`src/shared/rcs_defs.vh`:
```
`ifndef RCS_DEFS_VH
`define RCS_DEFS_VH
// APB byte offsets
`define RCS_OFF_STATUS 12'h000
`define RCS_OFF_PWRCTL 12'h004
`define RCS_OFF_PC 12'h008
`define RCS_OFF_ACC 12'h00C
`define RCS_OFF_CAUSE 12'h010
// Status field positions
`define RCS_ST_PD 3
`define RCS_ST_TO 4
// Power-control field positions
`define RCS_PW_BOR 0
`define RCS_PW_POR 1
`define RCS_PW_OSCF 3
`define RCS_PW_WDTON 4
// Vectors and reset values
`define RCS_PC_RESET 13'h0000
`define RCS_PC_IRQ 13'h0004
`define RCS_ST_POR_VAL 8'h18
`define RCS_PW_POR_VAL 8'h09
`define RCS_PW_RST_SET 8'h08
`define RCS_PW_RST_KEEP 8'h03
`define RCS_ST_MASK 8'hFF
`define RCS_PW_MASK 8'h1B
// Cause codes
`define RCS_C_NONE 3'h0
`define RCS_C_POR 3'h1
`define RCS_C_BOR 3'h2
`define RCS_C_MASTER_CLEAR_PIN 3'h3
`define RCS_C_MASTER_CLEAR_PIN_SLP 3'h4
`define RCS_C_WDT_RST 3'h5
`define RCS_C_WDT_WAKE 3'h6
`define RCS_C_IRQ_WAKE 3'h7
`endif

```
`src/core/rcs_core.v`:
```
`timescale 1ns/1ps
`include "rcs_defs.vh"
module rcs_core
(
	input wire clk_i,
	input wire rst_i,
	input wire por_i,
	input wire brownout_i,
	input wire master_clear_pin_i,
	input wire watchdog_timer_timeout_i,
	input wire irq_wake_i,
	input wire sleep_i,
	input wire global_irq_enable_i,
	input wire acc_we_i,
	input wire [7:0] acc_wdata_i,
	input wire pc_step_i,
	input wire psel_i,
	input wire penable_i,
	input wire pwrite_i,
	input wire [11:0] paddr_i,
	input wire [31:0] pwdata_i,
	output reg [31:0] prdata_o,
	output reg pready_o,
	output reg pslverr_o,
	output reg timeout_flag_o,
	output reg powerdown_flag_o,
	output reg [12:0] pc_o,
	output reg asleep_o
);
	// ****************************************
	// Event synchronisers
	// ****************************************
	// Sources are pin or foreign-domain levels; edges are taken after sync
	wire [4:0] ev_raw;
	wire [4:0] ev_s;
	reg [4:0] ev_d_reg;
	assign ev_raw = {irq_wake_i, watchdog_timer_timeout_i, master_clear_pin_i, brownout_i, por_i};
	genvar gi;
	generate
		for (gi = 0; gi < 5; gi = gi + 1)
		begin : g_sync
			rcs_sync u_sync
			(
				.clk_i(clk_i),
				.rst_i(rst_i),
				.d_i(ev_raw[gi]),
				.q_o(ev_s[gi])
			);
		end
	endgenerate
	// Every source idles low and the edge register resets low,
	// so no false event follows the release of reset
	wire [4:0] ev_rise;
	assign ev_rise = ev_s & ~ev_d_reg;
	// ****************************************
	// State
	// ****************************************
	reg [7:0] status_reg;
	reg [7:0] status_next;
	reg [7:0] pwr_reg;
	reg [7:0] pwr_next;
	reg [12:0] pc_next;
	reg [7:0] acc_reg;
	reg [7:0] acc_next;
	reg acc_valid_reg;
	reg acc_valid_next;
	reg [2:0] cause_reg;
	reg [2:0] cause_next;
	reg asleep_next;
	wire apb_wr;
	wire apb_rd;
	// A write lands only at the edge that completes the access phase
	assign apb_wr = psel_i & penable_i & pready_o & pwrite_i;
	assign apb_rd = psel_i & penable_i & ~pwrite_i;
	// ****************************************
	// Power-control value left by a reset
	// ****************************************
	// Pin, watchdog and brown-out resets clear the software watchdog
	// enable and restore the fast oscillator; cause bits ride through, except BOR, which a brown-out clears
	wire [7:0] pwr_rst;
	assign pwr_rst = (pwr_reg & `RCS_PW_RST_KEEP) | `RCS_PW_RST_SET;
	// ****************************************
	// Next state, priority POR > BOR > MASTER_CLEAR_PIN > WDT > IRQ
	// ****************************************
	always @*
	begin
		status_next = status_reg;
		pwr_next = pwr_reg;
		pc_next = pc_o;
		acc_next = acc_reg;
		acc_valid_next = acc_valid_reg;
		cause_next = cause_reg;
		asleep_next = asleep_o;
		// Software writes first, so a reset event in the same cycle wins
		if (apb_wr && paddr_i == `RCS_OFF_PWRCTL)
			pwr_next = pwdata_i[7:0] & `RCS_PW_MASK;
		if (apb_wr && paddr_i == `RCS_OFF_STATUS)
			status_next = {status_reg[7:5], status_reg[4:3], pwdata_i[2:0]};
		if (acc_we_i)
		begin
			acc_next = acc_wdata_i;
			acc_valid_next = 1'b1;
		end
		if (sleep_i && !asleep_o)
		begin
			asleep_next = 1'b1;
			pc_next = pc_o + 13'h0001;
		end
		else if (pc_step_i && !asleep_o)
			pc_next = pc_o + 13'h0001;
		if (ev_rise[0])
		begin
			status_next = {3'b000, 1'b1, 1'b1, status_reg[2:0]};
			pwr_next = `RCS_PW_POR_VAL;
			pc_next = `RCS_PC_RESET;
			acc_valid_next = 1'b0;
			cause_next = `RCS_C_POR;
			asleep_next = 1'b0;
		end
		else if (ev_rise[1])
		begin
			status_next = {3'b000, 1'b1, 1'b1, status_reg[2:0]};
			pwr_next = pwr_rst;
			pwr_next[`RCS_PW_BOR] = 1'b0;
			pc_next = `RCS_PC_RESET;
			acc_valid_next = 1'b0;
			cause_next = `RCS_C_BOR;
			asleep_next = 1'b0;
		end
		else if (ev_rise[2])
		begin
			pc_next = `RCS_PC_RESET;
			pwr_next = pwr_rst;
			if (asleep_o)
			begin
				status_next = {3'b000, 1'b1, 1'b0, status_reg[2:0]};
				cause_next = `RCS_C_MASTER_CLEAR_PIN_SLP;
			end
			else
			begin
				status_next = {3'b000, status_reg[4:0]};
				cause_next = `RCS_C_MASTER_CLEAR_PIN;
			end
			asleep_next = 1'b0;
		end
		else if (ev_rise[3])
		begin
			if (asleep_o)
			begin
				status_next = {status_reg[7:5], 1'b0, 1'b0, status_reg[2:0]};
				pc_next = pc_o;
				cause_next = `RCS_C_WDT_WAKE;
			end
			else
			begin
				status_next = {3'b000, 1'b0, 1'b1, status_reg[2:0]};
				pwr_next = pwr_rst;
				pc_next = `RCS_PC_RESET;
				cause_next = `RCS_C_WDT_RST;
			end
			asleep_next = 1'b0;
		end
		else if (ev_rise[4] && asleep_o)
		begin
			status_next = {status_reg[7:5], 1'b1, 1'b0, status_reg[2:0]};
			pc_next = global_irq_enable_i ? `RCS_PC_IRQ : pc_o;
			cause_next = `RCS_C_IRQ_WAKE;
			asleep_next = 1'b0;
		end
	end
	// ****************************************
	// Registers, all flags commit together
	// ****************************************
	always @(posedge clk_i)
	begin
		if (rst_i)
		begin
			ev_d_reg <= 5'h0;
			status_reg <= `RCS_ST_POR_VAL;
			pwr_reg <= `RCS_PW_POR_VAL;
			pc_o <= `RCS_PC_RESET;
			acc_reg <= 8'h00;
			acc_valid_reg <= 1'b0;
			cause_reg <= `RCS_C_NONE;
			asleep_o <= 1'b0;
		end
		else
		begin
			ev_d_reg <= ev_s;
			status_reg <= status_next;
			pwr_reg <= pwr_next;
			pc_o <= pc_next;
			acc_reg <= acc_next;
			acc_valid_reg <= acc_valid_next;
			cause_reg <= cause_next;
			asleep_o <= asleep_next;
		end
	end
	// ****************************************
	// Flag outputs, from the same next value as the status register
	// ****************************************
	always @(posedge clk_i)
	begin
		if (rst_i)
		begin
			timeout_flag_o <= 1'b1;
			powerdown_flag_o <= 1'b1;
		end
		else
		begin
			timeout_flag_o <= status_next[`RCS_ST_TO];
			powerdown_flag_o <= status_next[`RCS_ST_PD];
		end
	end
	// ****************************************
	// APB slave, zero wait states
	// ****************************************
	reg [31:0] rd_mux;
	reg rd_err;
	always @*
	begin
		rd_mux = 32'h00000000;
		rd_err = 1'b0;
		case (paddr_i)
			`RCS_OFF_STATUS: rd_mux = {24'h000000, status_reg};
			`RCS_OFF_PWRCTL: rd_mux = {24'h000000, pwr_reg & `RCS_PW_MASK};
			`RCS_OFF_PC: rd_mux = {19'h00000, pc_o};
			`RCS_OFF_ACC: rd_mux = {23'h0, acc_valid_reg, acc_reg};
			`RCS_OFF_CAUSE: rd_mux = {29'h0, cause_reg};
			default: rd_err = 1'b1;
		endcase
	end
	always @(posedge clk_i)
	begin
		if (rst_i)
		begin
			prdata_o <= 32'h00000000;
			pready_o <= 1'b0;
			pslverr_o <= 1'b0;
		end
		else
		begin
			// Answer registered so outputs come from flops; no wait state
			pready_o <= psel_i & ~penable_i;
			pslverr_o <= psel_i & ~penable_i & rd_err;
			prdata_o <= (psel_i & ~penable_i & ~pwrite_i) ? rd_mux : 32'h00000000;
		end
	end
endmodule

```
`src/core/rcs_sync.v`:
```
`timescale 1ns/1ps
// Two-flop synchroniser for one asynchronous event line
module rcs_sync
(
	input wire clk_i,
	input wire rst_i,
	input wire d_i,
	output reg q_o
);
	reg meta_reg;
	always @(posedge clk_i)
	begin
		if (rst_i)
		begin
			meta_reg <= 1'b0;
			q_o <= 1'b0;
		end
		else
		begin
			meta_reg <= d_i;
			q_o <= meta_reg;
		end
	end
endmodule

```
`config.mk`:
```
export PLATFORM = sky130hd
export DESIGN_NAME = rcs_core
export DESIGN_NICKNAME = d
export VERILOG_FILES = /design/src/core/rcs_core.v /design/src/core/rcs_sync.v
export VERILOG_INCLUDE_DIRS = /design/src /design/src/shared
export SDC_FILE = /design/constraint.sdc
export NUM_CORES = 1
export LEC_CHECK = 0
export ABC_CLOCK_PERIOD_IN_PS = 2400
export BUFFER_PORTS_ARGS = -buffer_cell sky130_fd_sc_hd__buf_2
export CAP_MARGIN = 20
export CORE_MARGIN = 10
export CORE_UTILIZATION = 39
export CTS_CLUSTER_SIZE = 8
export DETAILED_ROUTE_END_ITERATION = 8
export GPL_TIMING_DRIVEN = 1
export HOLD_SLACK_MARGIN = 0.02
export MAX_ROUTING_LAYER = met4
export PLACE_DENSITY_LB_ADDON = 0.08
export RECOVER_POWER = 100
export SYNTH_ARGS = -nofsm -noshare
export SYNTH_HDL_FRONTEND = slang
export SYNTH_HIERARCHICAL = 1
export SYNTH_SLANG_ARGS = --single-unit
```
`constraint.sdc`:
```
create_clock -name clk_i -period 2.4 [get_ports clk_i]
set_clock_uncertainty 0.15 [all_clocks]
set_input_delay 0.24 -clock clk_i [delete_from_list [all_inputs] [get_ports clk_i]]
set_output_delay 0.24 -clock clk_i [all_outputs]
set_load 0.005 [all_outputs]
```
---- After elaboration in Yosys (flattened, before gate mapping) ----
Cells that the tools add are included.
word-level totals
  bits in registers ....................... 93
  logic and storage cells ................. 107
  input bits .............................. 66
cells by class
  equal/unequal tests ..................... 10
  add/subtract/negate cells ............... 1
  reductions and logical operators ........ 23
  muxes and demuxes ....................... 28
  bitwise logic cells ..................... 16
operators with widths
  operator                 number
  $mux W13                 6
  $pmux W13 S5             1
  $mux W8                  6
  $eq A12 B4 Y1 const B    2
  $mux W5                  4
  $mux W3                  5
  $add A13 B1 Y13 const B  1
  $eq A12 B3 Y1 const B    1
  $eq A12 B5 Y1 const B    1
  $logic_not A12 Y1        1
  $not A1 Y1               8
  $reduce_bool A4 Y1       2
  $and A1 B1 Y1            6
  $ne A2 B2 Y1 const B     3
  $ne A3 B3 Y1 const B     2
  $reduce_and A3 Y1        2
  $reduce_and A6 Y1        1
  $reduce_or A6 Y1         1
  $and A5 B5 Y5            1
  $logic_and A1 B1 Y1      5
  $not A5 Y5               1
  $reduce_bool A5 Y1       1
  $reduce_or A5 Y1         1
  $mux W1                  4
  9 further kinds          12

---- Depth between registers and ports, before layout ----
Gate-level depths: netlist (run 1).
  depth in word-level cells ............... 10
  mapped depth ............................ 8
  gate-level depth less buffers ........... 5

---- Hierarchy ----
Netlist (run 1), hierarchy kept.
modules (own cells, without submodules)
  module    seq. area each (sq um)  cells an instance  area an instance (sq um)  times used
  rcs_core  1101.1                  277                2551.2                    1
  rcs_sync  40.0                    4                  52.6                      5

---- Worst setup path after synthesis (run 1) ----
Ideal clock, no wire load.
  path kind ............................... reg2reg
  from .................................... register asleep_o
  to ...................................... register status_reg[0]
  clock period less this slack ............ 2.009 ns
  cell stages (with the launch flop) ...... 8
  arrival ................................. 1.732 ns
  setup time .............................. 0.128 ns
  slack ................................... 0.391 ns
  cell sequence ........................... dfxtp_1 > buf_6 > and3b_1 > buf_6 > or3_4 > nor4_4 > mux2i_1 > nor2_1
between the ends
  word-level cells in the longest chain between the ends .. 3
ends and longest elaborated chain
  element                             line            text
  start, declared                     rcs_core.v:28   output reg asleep_o
  start signal, assigned              rcs_core.v:196  asleep_o <= asleep_next;
  $logic_and A1 B1 Y1                 rcs_core.v:163  else if (ev_rise[4] && asleep_o)
  $not A1 Y1 (no source line)         --
  $reduce_and A6 Y1 (no source line)  --
  end signal, assigned                rcs_core.v:179  status_reg <= `RCS_ST_POR_VAL;
  end signal, assigned                rcs_core.v:190  status_reg <= status_next;
  end, declared                       rcs_core.v:58   reg [7:0] status_reg;
Every way passes these cells.
A chain may end at the register's enable or synchronous reset.

---- Worst setup path after layout (run 1) ----
  from .................................... register asleep_o
  to ...................................... register status_reg[2]
The elaborated chain is that of the path after synthesis.

==> results of run 1 <==
==> worst max-delay path by stage <==
stage / start / endpoint / slack, ps / cells after the start
2_1_floorplan: asleep_o / status_reg[0] / 390 / 7
6_report: asleep_o / status_reg[2] / 300 / 5
3_3_place_gp: ev_d_reg[4] / pc_o[12] / 350 / 5
3_5_place_dp: ev_d_reg[4] / pc_o[2] / 300 / 6
4_1_cts: ev_d_reg[4] / pc_o[2] / 300 / 6
5_1_grt: asleep_o / pc_o[2] / 90 / 6
==> cells in the mapped netlist, types with 2 or more instances <==
cell type	instances
dfxtp_1	65
nor2_1	40
nor2b_1	22
mux2i_1	20
buf_4	19
nand3_1	13
a21oi_1	10
nor3_1	9
xnor2_1	8
nand2_1	7
a22oi_1	6
and2_1	6
clkbuf_1	6
nand2b_1	5
nand4_1	5
nor3b_1	5
o21ai_0	5
a211oi_1	4
o22ai_1	4
mux2_2	3
nor4_1	3
a2111oi_0	2
buf_1	2
buf_6	2
inv_1	2
mux4_2	2
or2_2	2
or4_1	2
==> final cells by class <==
| type | count | area (um2) |
|---|---|---|
| clock inverter | 3 | 65.1 |
| clock buffer | 11 | 151 |
| timing repair buffer | 95 | 531 |
| inverter | 2 | 7.51 |
| multi-input combinational | 218 | 1360 |
| tap | 96 | 120 |
| sequential | 65 | 1300 |
| fill | 720 | 3370 |
==> tightest hold or removal path, cell delays in order <==
cell and delay [ps]:
buf_2 80, mux2i_1 60, nor2_1 90
==> stage by stage <==
stage | utilization | total power [mW] | hold WS, ps
3_3_place_gp | 0.464 | 1.36 | 267
3_5_place_dp | 0.464 | 1.36 | 275
4_1_cts | 0.522 | 2.40 | 34.9
6_report | 0.512 | 2.36 | 47.4
5_1_grt | 0.512 | 2.47 | 55.5
2_1_floorplan | - | 1.30 | 162
==> timing repair <==
| item | in CTS | in global routing |
|---|---|---|
| hold buffers | 18 | 0 |
| setup buffers | 0 | 0 |
| endpoints found under the hold margin | 18 | 0 |
==> metal layers <==
metal  vias up  GRT usage
met4         0     0.0373
met2        61      0.202
met1      1068      0.156
met3         2     0.0424
met5         -          -
li1       1198          -
==> power by group through the flow <==
| stage | clock network (mW) | registers [mW] | logic, mW |
|---|---|---|---|
| finish | 1.01 | 1.13 | 0.219 |
| global route | 1.09 | 1.14 | 0.247 |
| CTS | 1.04 | 1.13 | 0.226 |
| detailed placement | 0 | 1.16 | 0.203 |
| global placement | 0 | 1.16 | 0.201 |
| floorplan | 0 | 1.15 | 0.149 |
==> logic make-up after synthesis <==
group	count (synthesis)	synth area share
AND/OR/NAND/NOR	127	0.245
flip-flops	65	0.462
AO/OA/AOI/OAI	38	0.0894
buffers and inverters	32	0.0738
multiplexers	25	0.0992
XOR/XNOR	8	0.0249
adder cells (fa/ha/maj)	1	0.00445
other	1	0.00133
==> cell usage in the layout (no fill, tap or decap), types with 5 or more instances in the layout <==
master and n:
clkbuf_1 32, xnor2_1 8, nor3_1 9, dlygate4sd3_1 18, nand3_1 13, nand2_1 7, dfxtp_1 65, nor3b_1 5
buf_2 43, conb_1 19, clkbuf_8 11, mux2i_1 20, nor2b_1 22, a22oi_1 6, o21ai_0 5, nand2b_1 5
a21oi_1 10, nand4_1 5, nor2_1 40
==> results.md, run 1 <==
* Synthesized area at 2810 um2
* Comb power frac at 0.093
* Layout area overhead at 25.6%
* Post-Synthesis Cells at 297
* Hold path start: acc_wdata_i[4]
* Reg2Reg Capture Point: status_reg[2]
* Worst Hold Depth at 3
* Hold Crit Class: input pin to flip-flop
* Worst slack at placement at 303 ps
* Met2 WL at 3.47 mm
* Port bufs at 69
* # H-tree levels at 3
* Pins Over Slew Limit at 0
* Sw frac at 0.218
* Fmax at 0.476 GHz
* Leakage power at 1.43 nW
* Max-Cap Viols at 0
* Core area at 6910 um2
* Remaining DRCs at 0
* WHS Endpoint: acc_reg[4]
* RSZ-0062 raised after global routing: no
* RR Startpoint: asleep_o
* Die H at 105 um
* WP data arrival at 2130 ps
* DR top layer: met4
* First-pass GRT wire length at 11.5 mm
* Inst Count DP at 458
* CP startpoint kind: flip-flop
* Avg Inst Size Synth at 9.47 um2
* Clock sink total at 65
* Crit-path max FO at 7
* Fin crit period at 2100 ps
* Starting Density at 0.407
* Reg-to-reg slack, setup at 300 ps
* Slowest CP cell: nor4_2
* GRT Overall Usage at 0.130
* Critical path class: flip-flop to flip-flop
* Die X-Extent at 105 um
* Drt pass-1 iters at 4
* Met3 WL at 359 um
* Worst VDD drop at 0.395 mV
* Crit path buf inv count at 0
* Flop and latch count out of synthesis at 65
* Register area share after synthesis at 0.462
* Reg2Reg Depth at 5
* Worst-Margin Slew at 850 ps
* Total number of vias at 2329
* Total Wirelength at 7.07 mm
* Clock group share of total power at 0.427
* Main area contributors after synthesis: dfxtp_1, mux2i_1, nor2_1
* Seq pwr share at 0.480
* Share of layout cells above drive strength 1 at 0.175
* Placed cell area at 3210 um2
* M1 WL at 3.22 mm
* TNS Setup at 0 ps
* Synth warn at 6
* Global route overflow at 0
* Vias in the first global route at 2322
* Fin nets at 458
* Max incr delay on CP at 490 ps
* Synth top area share at 0.462
* DP Wirelength at 5.44 mm
* Power Dens Cells at 668 nW/um2
* CP Cell Sequence: and3b_1 > or3_1 > nor4_2 > mux2i_1 > nor2_1
* Switch Pwr at 515 uW
* Top_reg_cell synth: dfxtp_1
* Post-synth EDFFs at 0
* Int Power at 1.85 mW
* Io pins at 116
* Pin count of the biggest net entering global routing at 21
* Number of routed nets with antenna violations at 0
* Final setup margin at 300 ps
* CTS tree: built
* Post-CTS sizing at 0
* Layout Cells excl Fill at 490
* Vias per std cell at 4.75
* Post-synth top area cell: dfxtp_1
* Fraction of registers with async set or reset after synthesis at 0
* Final GP Congestion at 0.813
* Clk buf depth at 2
* Initial DRC Count at 119
* CTS clk-pin slew, worst paths at 60 ps
* Full die area at 11000 um2
* FP Rows at 30
* Hold Violations, Final at 0
* WP data required at 2430 ps
* CP endpoint kind: flip-flop
* Distinct cells, synth at 46
* # diodes at 0
* Average wire per standard cell at 14.4 um
* Status: completed
* Antenna violations before repair at 0
* Final setup fails at 0
* Slew HR at 0.434
* CTS Buf Count at 9
* Final Instance Area at 3530 um2
* Fraction of the cycle the final worst path needs at 0.875
* CP delay by family, top: simple AND/OR/NAND/NOR gates
* Clock latency on the worst-skew pair at 320 ps
* Root buffer cell: clkbuf_8
(Power assumes the default switching activity.)
==> run 2, diff against run 1 <==
CTS_CLUSTER_DIAMETER = 80   (was unset)
RECOVER_POWER = unset   (was 100)
==> run 2 against run 1 <==
  * Wire length decreased by 0.89%
  * Core utilization grew 1.0 points
  * Critical path depth increased by 1
  * Largest cell class unchanged
  * Largest power group unchanged
==> results.md, run 2 (synthesized netlist as in run 1, its figures left out) <==
* Port bufs at 69 (unchanged)
* Clk buf depth at 2 (unchanged)
* Leakage power at 1.57 nW (+9.2%)
* TNS Setup at 0 ps (unchanged)
* Crit-path max FO at 10 (+3)
* Post-CTS Setup Bufs at 0 (unchanged)
* CTS Buf Count at 9 (unchanged)
* CTS clk-pin slew, worst paths at 60 ps (about the same)
* Fmax at 0.477 GHz (+0.27%)
* Number of routed nets with antenna violations at 0 (unchanged)
* Critical path class: flip-flop to flip-flop
* Layout Cells excl Fill at 490 (unchanged)
* Commonest non-fill, non-tap cell in the layout: buf_2
* Area of the multi-input gates at 1370 um2 (+1.0%)
* # diodes at 0 (unchanged)
* Final setup fails at 0 (unchanged)
* Vias in the first global route at 2322 (unchanged)
* Final Instance Area at 3600 um2 (+1.9%)
* Reg2Reg Depth at 6 (+1)
* CTS tree: built
* Vias per std cell at 4.77 (+0.39%)
* # H-tree levels at 3 (unchanged)
* Fin nets at 458 (unchanged)
* Io pins at 116 (unchanged)
* Most frequent cells in the layout: buf_2, dfxtp_1, nor2_1, nor2b_1, mux2i_1
* Clock latency on the worst-skew pair at 320 ps (about the same)
* WP data required at 2450 ps (+20 ps)
* FP Rows at 30 (unchanged)
* Critical Path End: pc_o[2]
* Full die area at 11000 um2 (unchanged)
* Initial DRC Count at 102 (-14%)
* RSZ-0062 raised after global routing: no
* CP endpoint kind: flip-flop
* Util after Layout at 0.522 (+0.00996)
* Core area at 6910 um2 (unchanged)
* Final GP Congestion at 0.813 (unchanged)
* Drt pass-1 iters at 4 (unchanged)
* Fraction of the cycle the final worst path needs at 0.873 (-0.00239)
* Worst VDD drop at 0.394 mV (-0.26%)
* Status: completed
* GRT Overall Usage at 0.130 (unchanged)
* Average wire per standard cell at 14.3 um (-0.89%)
* Remaining DRCs at 0 (unchanged)
* Post-CTS sizing at 0 (unchanged)
* Die H at 105 um (unchanged)
* Seq pwr share at 0.478 (-0.002)
* DP Wirelength at 5.44 mm (unchanged)
* Crit path from: ev_d_reg[4]
* Sequential cell area at 1300 um2 (unchanged)
* CP startpoint kind: flip-flop
* Pin count of the biggest net entering global routing at 21 (unchanged)
* Worst-Margin Slew at 490 ps (-359 ps)
* Int Power at 1.85 mW (+0.33%)
* Slew HR at 0.665 (+0.231)
* Inst Count DP at 458 (unchanged)
* Reg-to-reg slack, setup at 310 ps (about the same)
* Clock group share of total power at 0.427 (about the same)
* RR Startpoint: ev_d_reg[4]
* Clock sink total at 65 (unchanged)
* Slowest CP cell: a2111oi_0
* Filler cell count at 707 (-1.8%)
* Root buffer cell: clkbuf_8
* Antenna violations before repair at 0 (unchanged)
* WP data arrival at 2150 ps (+20 ps)
* First-pass GRT wire length at 11.5 mm (unchanged)
* CP Cell Sequence: and3b_1 > nand3_1 > buf_4 > nand2_1 > a21oi_1 > a2111oi_0
* Share of layout cells above drive strength 1 at 0.259 (+0.0838)
* Starting Density at 0.407 (unchanged)
* Hold Crit Class: input pin to flip-flop
* Hold Violations, Final at 0 (unchanged)
* Sw frac at 0.219 (+0.00108)
* Power Dens Cells at 658 nW/um2 (-1.4%)
* Total Wirelength at 7.01 mm (-0.89%)
* Comb power frac at 0.095 (+0.002)
* Max incr delay on CP at 380 ps (-110 ps)
* Switch Pwr at 520 uW (+0.97%)
* Reg2Reg Capture Point: pc_o[2]
* Max-Cap Viols at 0 (unchanged)
* Pins Over Slew Limit at 0 (unchanged)
* Fin crit period at 2090 ps (-5.74 ps)
* Die X-Extent at 105 um (unchanged)
* Global route overflow at 0 (unchanged)
* Placed cell area at 3210 um2 (unchanged)
* Total number of vias at 2338 (+0.39%)
* Layout area overhead at 28.1%
* # hold bufs at CTS at 18 (unchanged)
## run 2: changes by cell type in the layout (fill, tap and decap cells not counted), moves of 2 or more
cell / previous run / this run
clkbuf_1: 32 / 0
buf_2: 43 / 69
buf_4: 1 / 8
and2_0: 2 / 0
and2_1: 4 / 6
## run 2: per-stage QoR
step / setup slack [ps] / hold slack, ps / total power [mW]
6_report: 306 / 43.6 / 2.37
2_1_floorplan: 391 / 162 / 1.30
5_1_grt: 57.7 / 55.5 / 2.48
3_5_place_dp: 303 / 275 / 1.36
3_3_place_gp: 353 / 267 / 1.36
4_1_cts: 299 / 34.9 / 2.40
## run 2: cell type report
type / count / share of cell area
clock buffer: 11 / 0.0420
clock inverter: 3 / 0.0181
inverter: 2 / 0.00208
multi-input combinational: 218 / 0.381
sequential: 65 / 0.361
tap: 96 / 0.0333
timing repair buffer: 95 / 0.162
## run 2: worst min-delay path by stage
stage,from,to,depth (start not counted)
CTS,acc_wdata_i[4],acc_reg[4],3
finish,acc_wdata_i[4],acc_reg[4],3
floorplan,rst_i,g_sync[0].u_sync/meta_reg,1
detailed placement,g_sync[3].u_sync/meta_reg,g_sync[3].u_sync/q_o,1
global placement,g_sync[2].u_sync/meta_reg,g_sync[2].u_sync/q_o,1
global route,acc_wdata_i[4],acc_reg[4],3
## run 2: routing by layer
layer | GRT usage | routed length [um] | vias to the layer above | share of wire
li1 | - | - | 1194 | -
met1 | 0.156 | 3060 | 1066 | 0.44
met4 | 0.0373 | 34 | 0 | 0.0049
met5 | - | 0 | - | 0
met3 | 0.0424 | 485 | 6 | 0.069
met2 | 0.202 | 3430 | 72 | 0.49
## run 2: power groups by stage
| stage | Combinational, mW | Clock [mW] | Sequential (mW) |
|---|---|---|---|
| floorplan | 0.149 | 0 | 1.15 |
| global placement | 0.201 | 0 | 1.16 |
| detailed placement | 0.203 | 0 | 1.16 |
| CTS | 0.226 | 1.04 | 1.13 |
| global route | 0.255 | 1.09 | 1.14 |
| finish | 0.226 | 1.01 | 1.13 |
## run 2: critical path: cells and delay by family (launching register included)
| kind | cells | cell delay [ps] |
|---|---|---|
| AO/OA/AOI/OAI | 2 | 460 |
| buffers and inverters | 1 | 250 |
| flip-flops | 1 | 290 |
| AND/OR/NAND/NOR | 3 | 820 |
==> run 3, diff against run 2 <==
MAX_ROUTING_LAYER = unset   (was met4)
==> run 3 against run 2 <==
  * Cell count did not move
  * Combinational power hardly changed
  * Clock power about the same
  * Critical path type unchanged
  * Register-to-register slack about the same
  * Largest cell class unchanged
  * Core utilization unchanged
  * Total power increased by 0.13%
  * First-iteration DRC count up 20%
==> results.md, run 3 (synthesized netlist as in run 1, its figures left out) <==
* Status: completed
* Fmax at 0.478 GHz (about the same)
* Final setup margin at 308 ps (+2.06 ps)
* Root buffer cell: clkbuf_8
* Average wire per standard cell at 14.4 um (+0.60%)
* Clock latency on the worst-skew pair at 330 ps (about the same)
* Die H at 105 um (unchanged)
* Antenna violations before repair at 0 (unchanged)
* Worst-Margin Slew at 491 ps (+0.572 ps)
* Die X-Extent at 105 um (unchanged)
* Crit path from: ev_d_reg[4]
* Clk buf depth at 2 (unchanged)
* Reg2Reg Capture Point: pc_o[2]
* Post-CTS Setup Bufs at 0 (unchanged)
* Critical Path End: pc_o[2]
* CTS tree: built
* Remaining DRCs at 0 (unchanged)
* Clock sink total at 65 (unchanged)
* Global route overflow at 0 (unchanged)
* Port bufs at 69 (unchanged)
* Total number of vias at 2328 (-0.43%)
* DP Wirelength at 5.44 mm (unchanged)
* Core area at 6910 um2 (unchanged)
* Final GP Congestion at 0.801 (-1.4%)
* TNS Setup at 0 ps (unchanged)
* FP Rows at 30 (unchanged)
* Fin nets at 458 (unchanged)
* Fin crit period at 2090 ps (-2.06 ps)
* First-pass GRT wire length at 11.6 mm (+0.24%)
* Number of routed nets with antenna violations at 0 (unchanged)
* Vias per std cell at 4.75 (-0.43%)
* Starting Density at 0.407 (unchanged)
* Most frequent cells in the layout: buf_2, dfxtp_1, nor2_1, nor2b_1, mux2i_1
* Hold Crit Class: input pin to flip-flop
* WP data arrival at 2150 ps (about the same)
* # diodes at 0 (unchanged)
* CTS clk-pin slew, worst paths at 60 ps (about the same)
* # hold bufs at CTS at 18 (unchanged)
* GRT Overall Usage at 0.126 (-0.00330)
* Layout area overhead at 28.1% (unchanged)
* Total Wirelength at 7.05 mm (+0.60%)
* Hold Violations, Final at 0 (unchanged)
* RR Startpoint: ev_d_reg[4]
* Reg2Reg Depth at 6 (unchanged)
* Pins Over Slew Limit at 0 (unchanged)
* Hold path start: acc_wdata_i[4]
* Final setup fails at 0 (unchanged)
* Fraction of the cycle the final worst path needs at 0.872 (about the same)
* Critical path class: flip-flop to flip-flop
* Leakage power at 1.57 nW (unchanged)
* Worst VDD drop at 0.394 mV (about the same)
* Crit-path max FO at 10 (unchanged)
* Util after Layout at 0.522 (unchanged)
* Drt pass-1 iters at 4 (unchanged)
* Share of layout cells above drive strength 1 at 0.259 (unchanged)
* CP endpoint kind: flip-flop
* RSZ-0062 raised after global routing: no
* Slew HR at 0.664 (about the same)
* Commonest non-fill, non-tap cell in the layout: buf_2
* Pin count of the biggest net entering global routing at 21 (unchanged)
* Post-CTS sizing at 0 (unchanged)
* CP startpoint kind: flip-flop
* CTS Buf Count at 9 (unchanged)
* Reg-to-reg slack, setup at 310 ps (about the same)
* # H-tree levels at 3 (unchanged)
* Power Dens Cells at 659 nW/um2 (+0.13%)
* Full die area at 11000 um2 (unchanged)
* Vias in the first global route at 2319 (-0.13%)
* Io pins at 116 (unchanged)
* Worst slack at placement at 303 ps (unchanged)
* Max-Cap Viols at 0 (unchanged)
* WP data required at 2460 ps (about the same)
* Initial DRC Count at 122 (+20%)
[run 3: final cells by class]
| class | count | area, um2 |
|---|---|---|
| flip-flops and latches | 65 | 1300 |
| well taps | 96 | 120 |
| clock inverters | 3 | 65.1 |
| fillers | 707 | 3300 |
| inverters | 2 | 7.51 |
| repair buffers | 95 | 586 |
| clock buffers | 11 | 151 |
| multi-input cells | 218 | 1370 |
[run 3: worst min path at each step]
stage                           endpoint  slack [ps]  cells past startpoint
3_3_place_gp        g_sync[2].u_sync/q_o         270                      1
3_5_place_dp        g_sync[3].u_sync/q_o         270                      1
4_1_cts                       acc_reg[4]          30                      3
2_1_floorplan  g_sync[0].u_sync/meta_reg         160                      1
5_1_grt                       acc_reg[4]          60                      3
6_report                      acc_reg[4]          40                      3
[run 3: metrics by stage]
stage / hold WS (ps) / total power [mW] / cell area (um2) / std cells
2_1_floorplan: 162 / 1.30 / 2880 / 315
3_3_place_gp: 267 / 1.36 / 3210 / 458
3_5_place_dp: 275 / 1.36 / 3210 / 458
4_1_cts: 34.9 / 2.40 / 3600 / 490
5_1_grt: 55.5 / 2.48 / 3600 / 490
6_report: 41.2 / 2.37 / 3600 / 490
[run 3: worst max-delay path, cell delays in order, from the launching register on]
cell,delay (ps)
dfxtp_1,290
and3b_1,360
nand3_1,330
buf_4,260
nand2_1,130
a21oi_1,80
a2111oi_0,370
[run 3: metal layers]
layer,vias to the layer above,global-route usage,share of wire
met5,-,0,0
met4,0,0.0373,0.0069
met3,7,0.0448,0.075
met2,75,0.202,0.48
met1,1054,0.156,0.44
li1,1192,-,-
[run 3: report_power, final]
part	leakage, nW	switching (mW)	internal, mW	total [mW]
Clock	0.111	0.386	0.628	1.01
Sequential	0.530	0.0217	1.11	1.13
Combinational	0.925	0.115	0.111	0.226
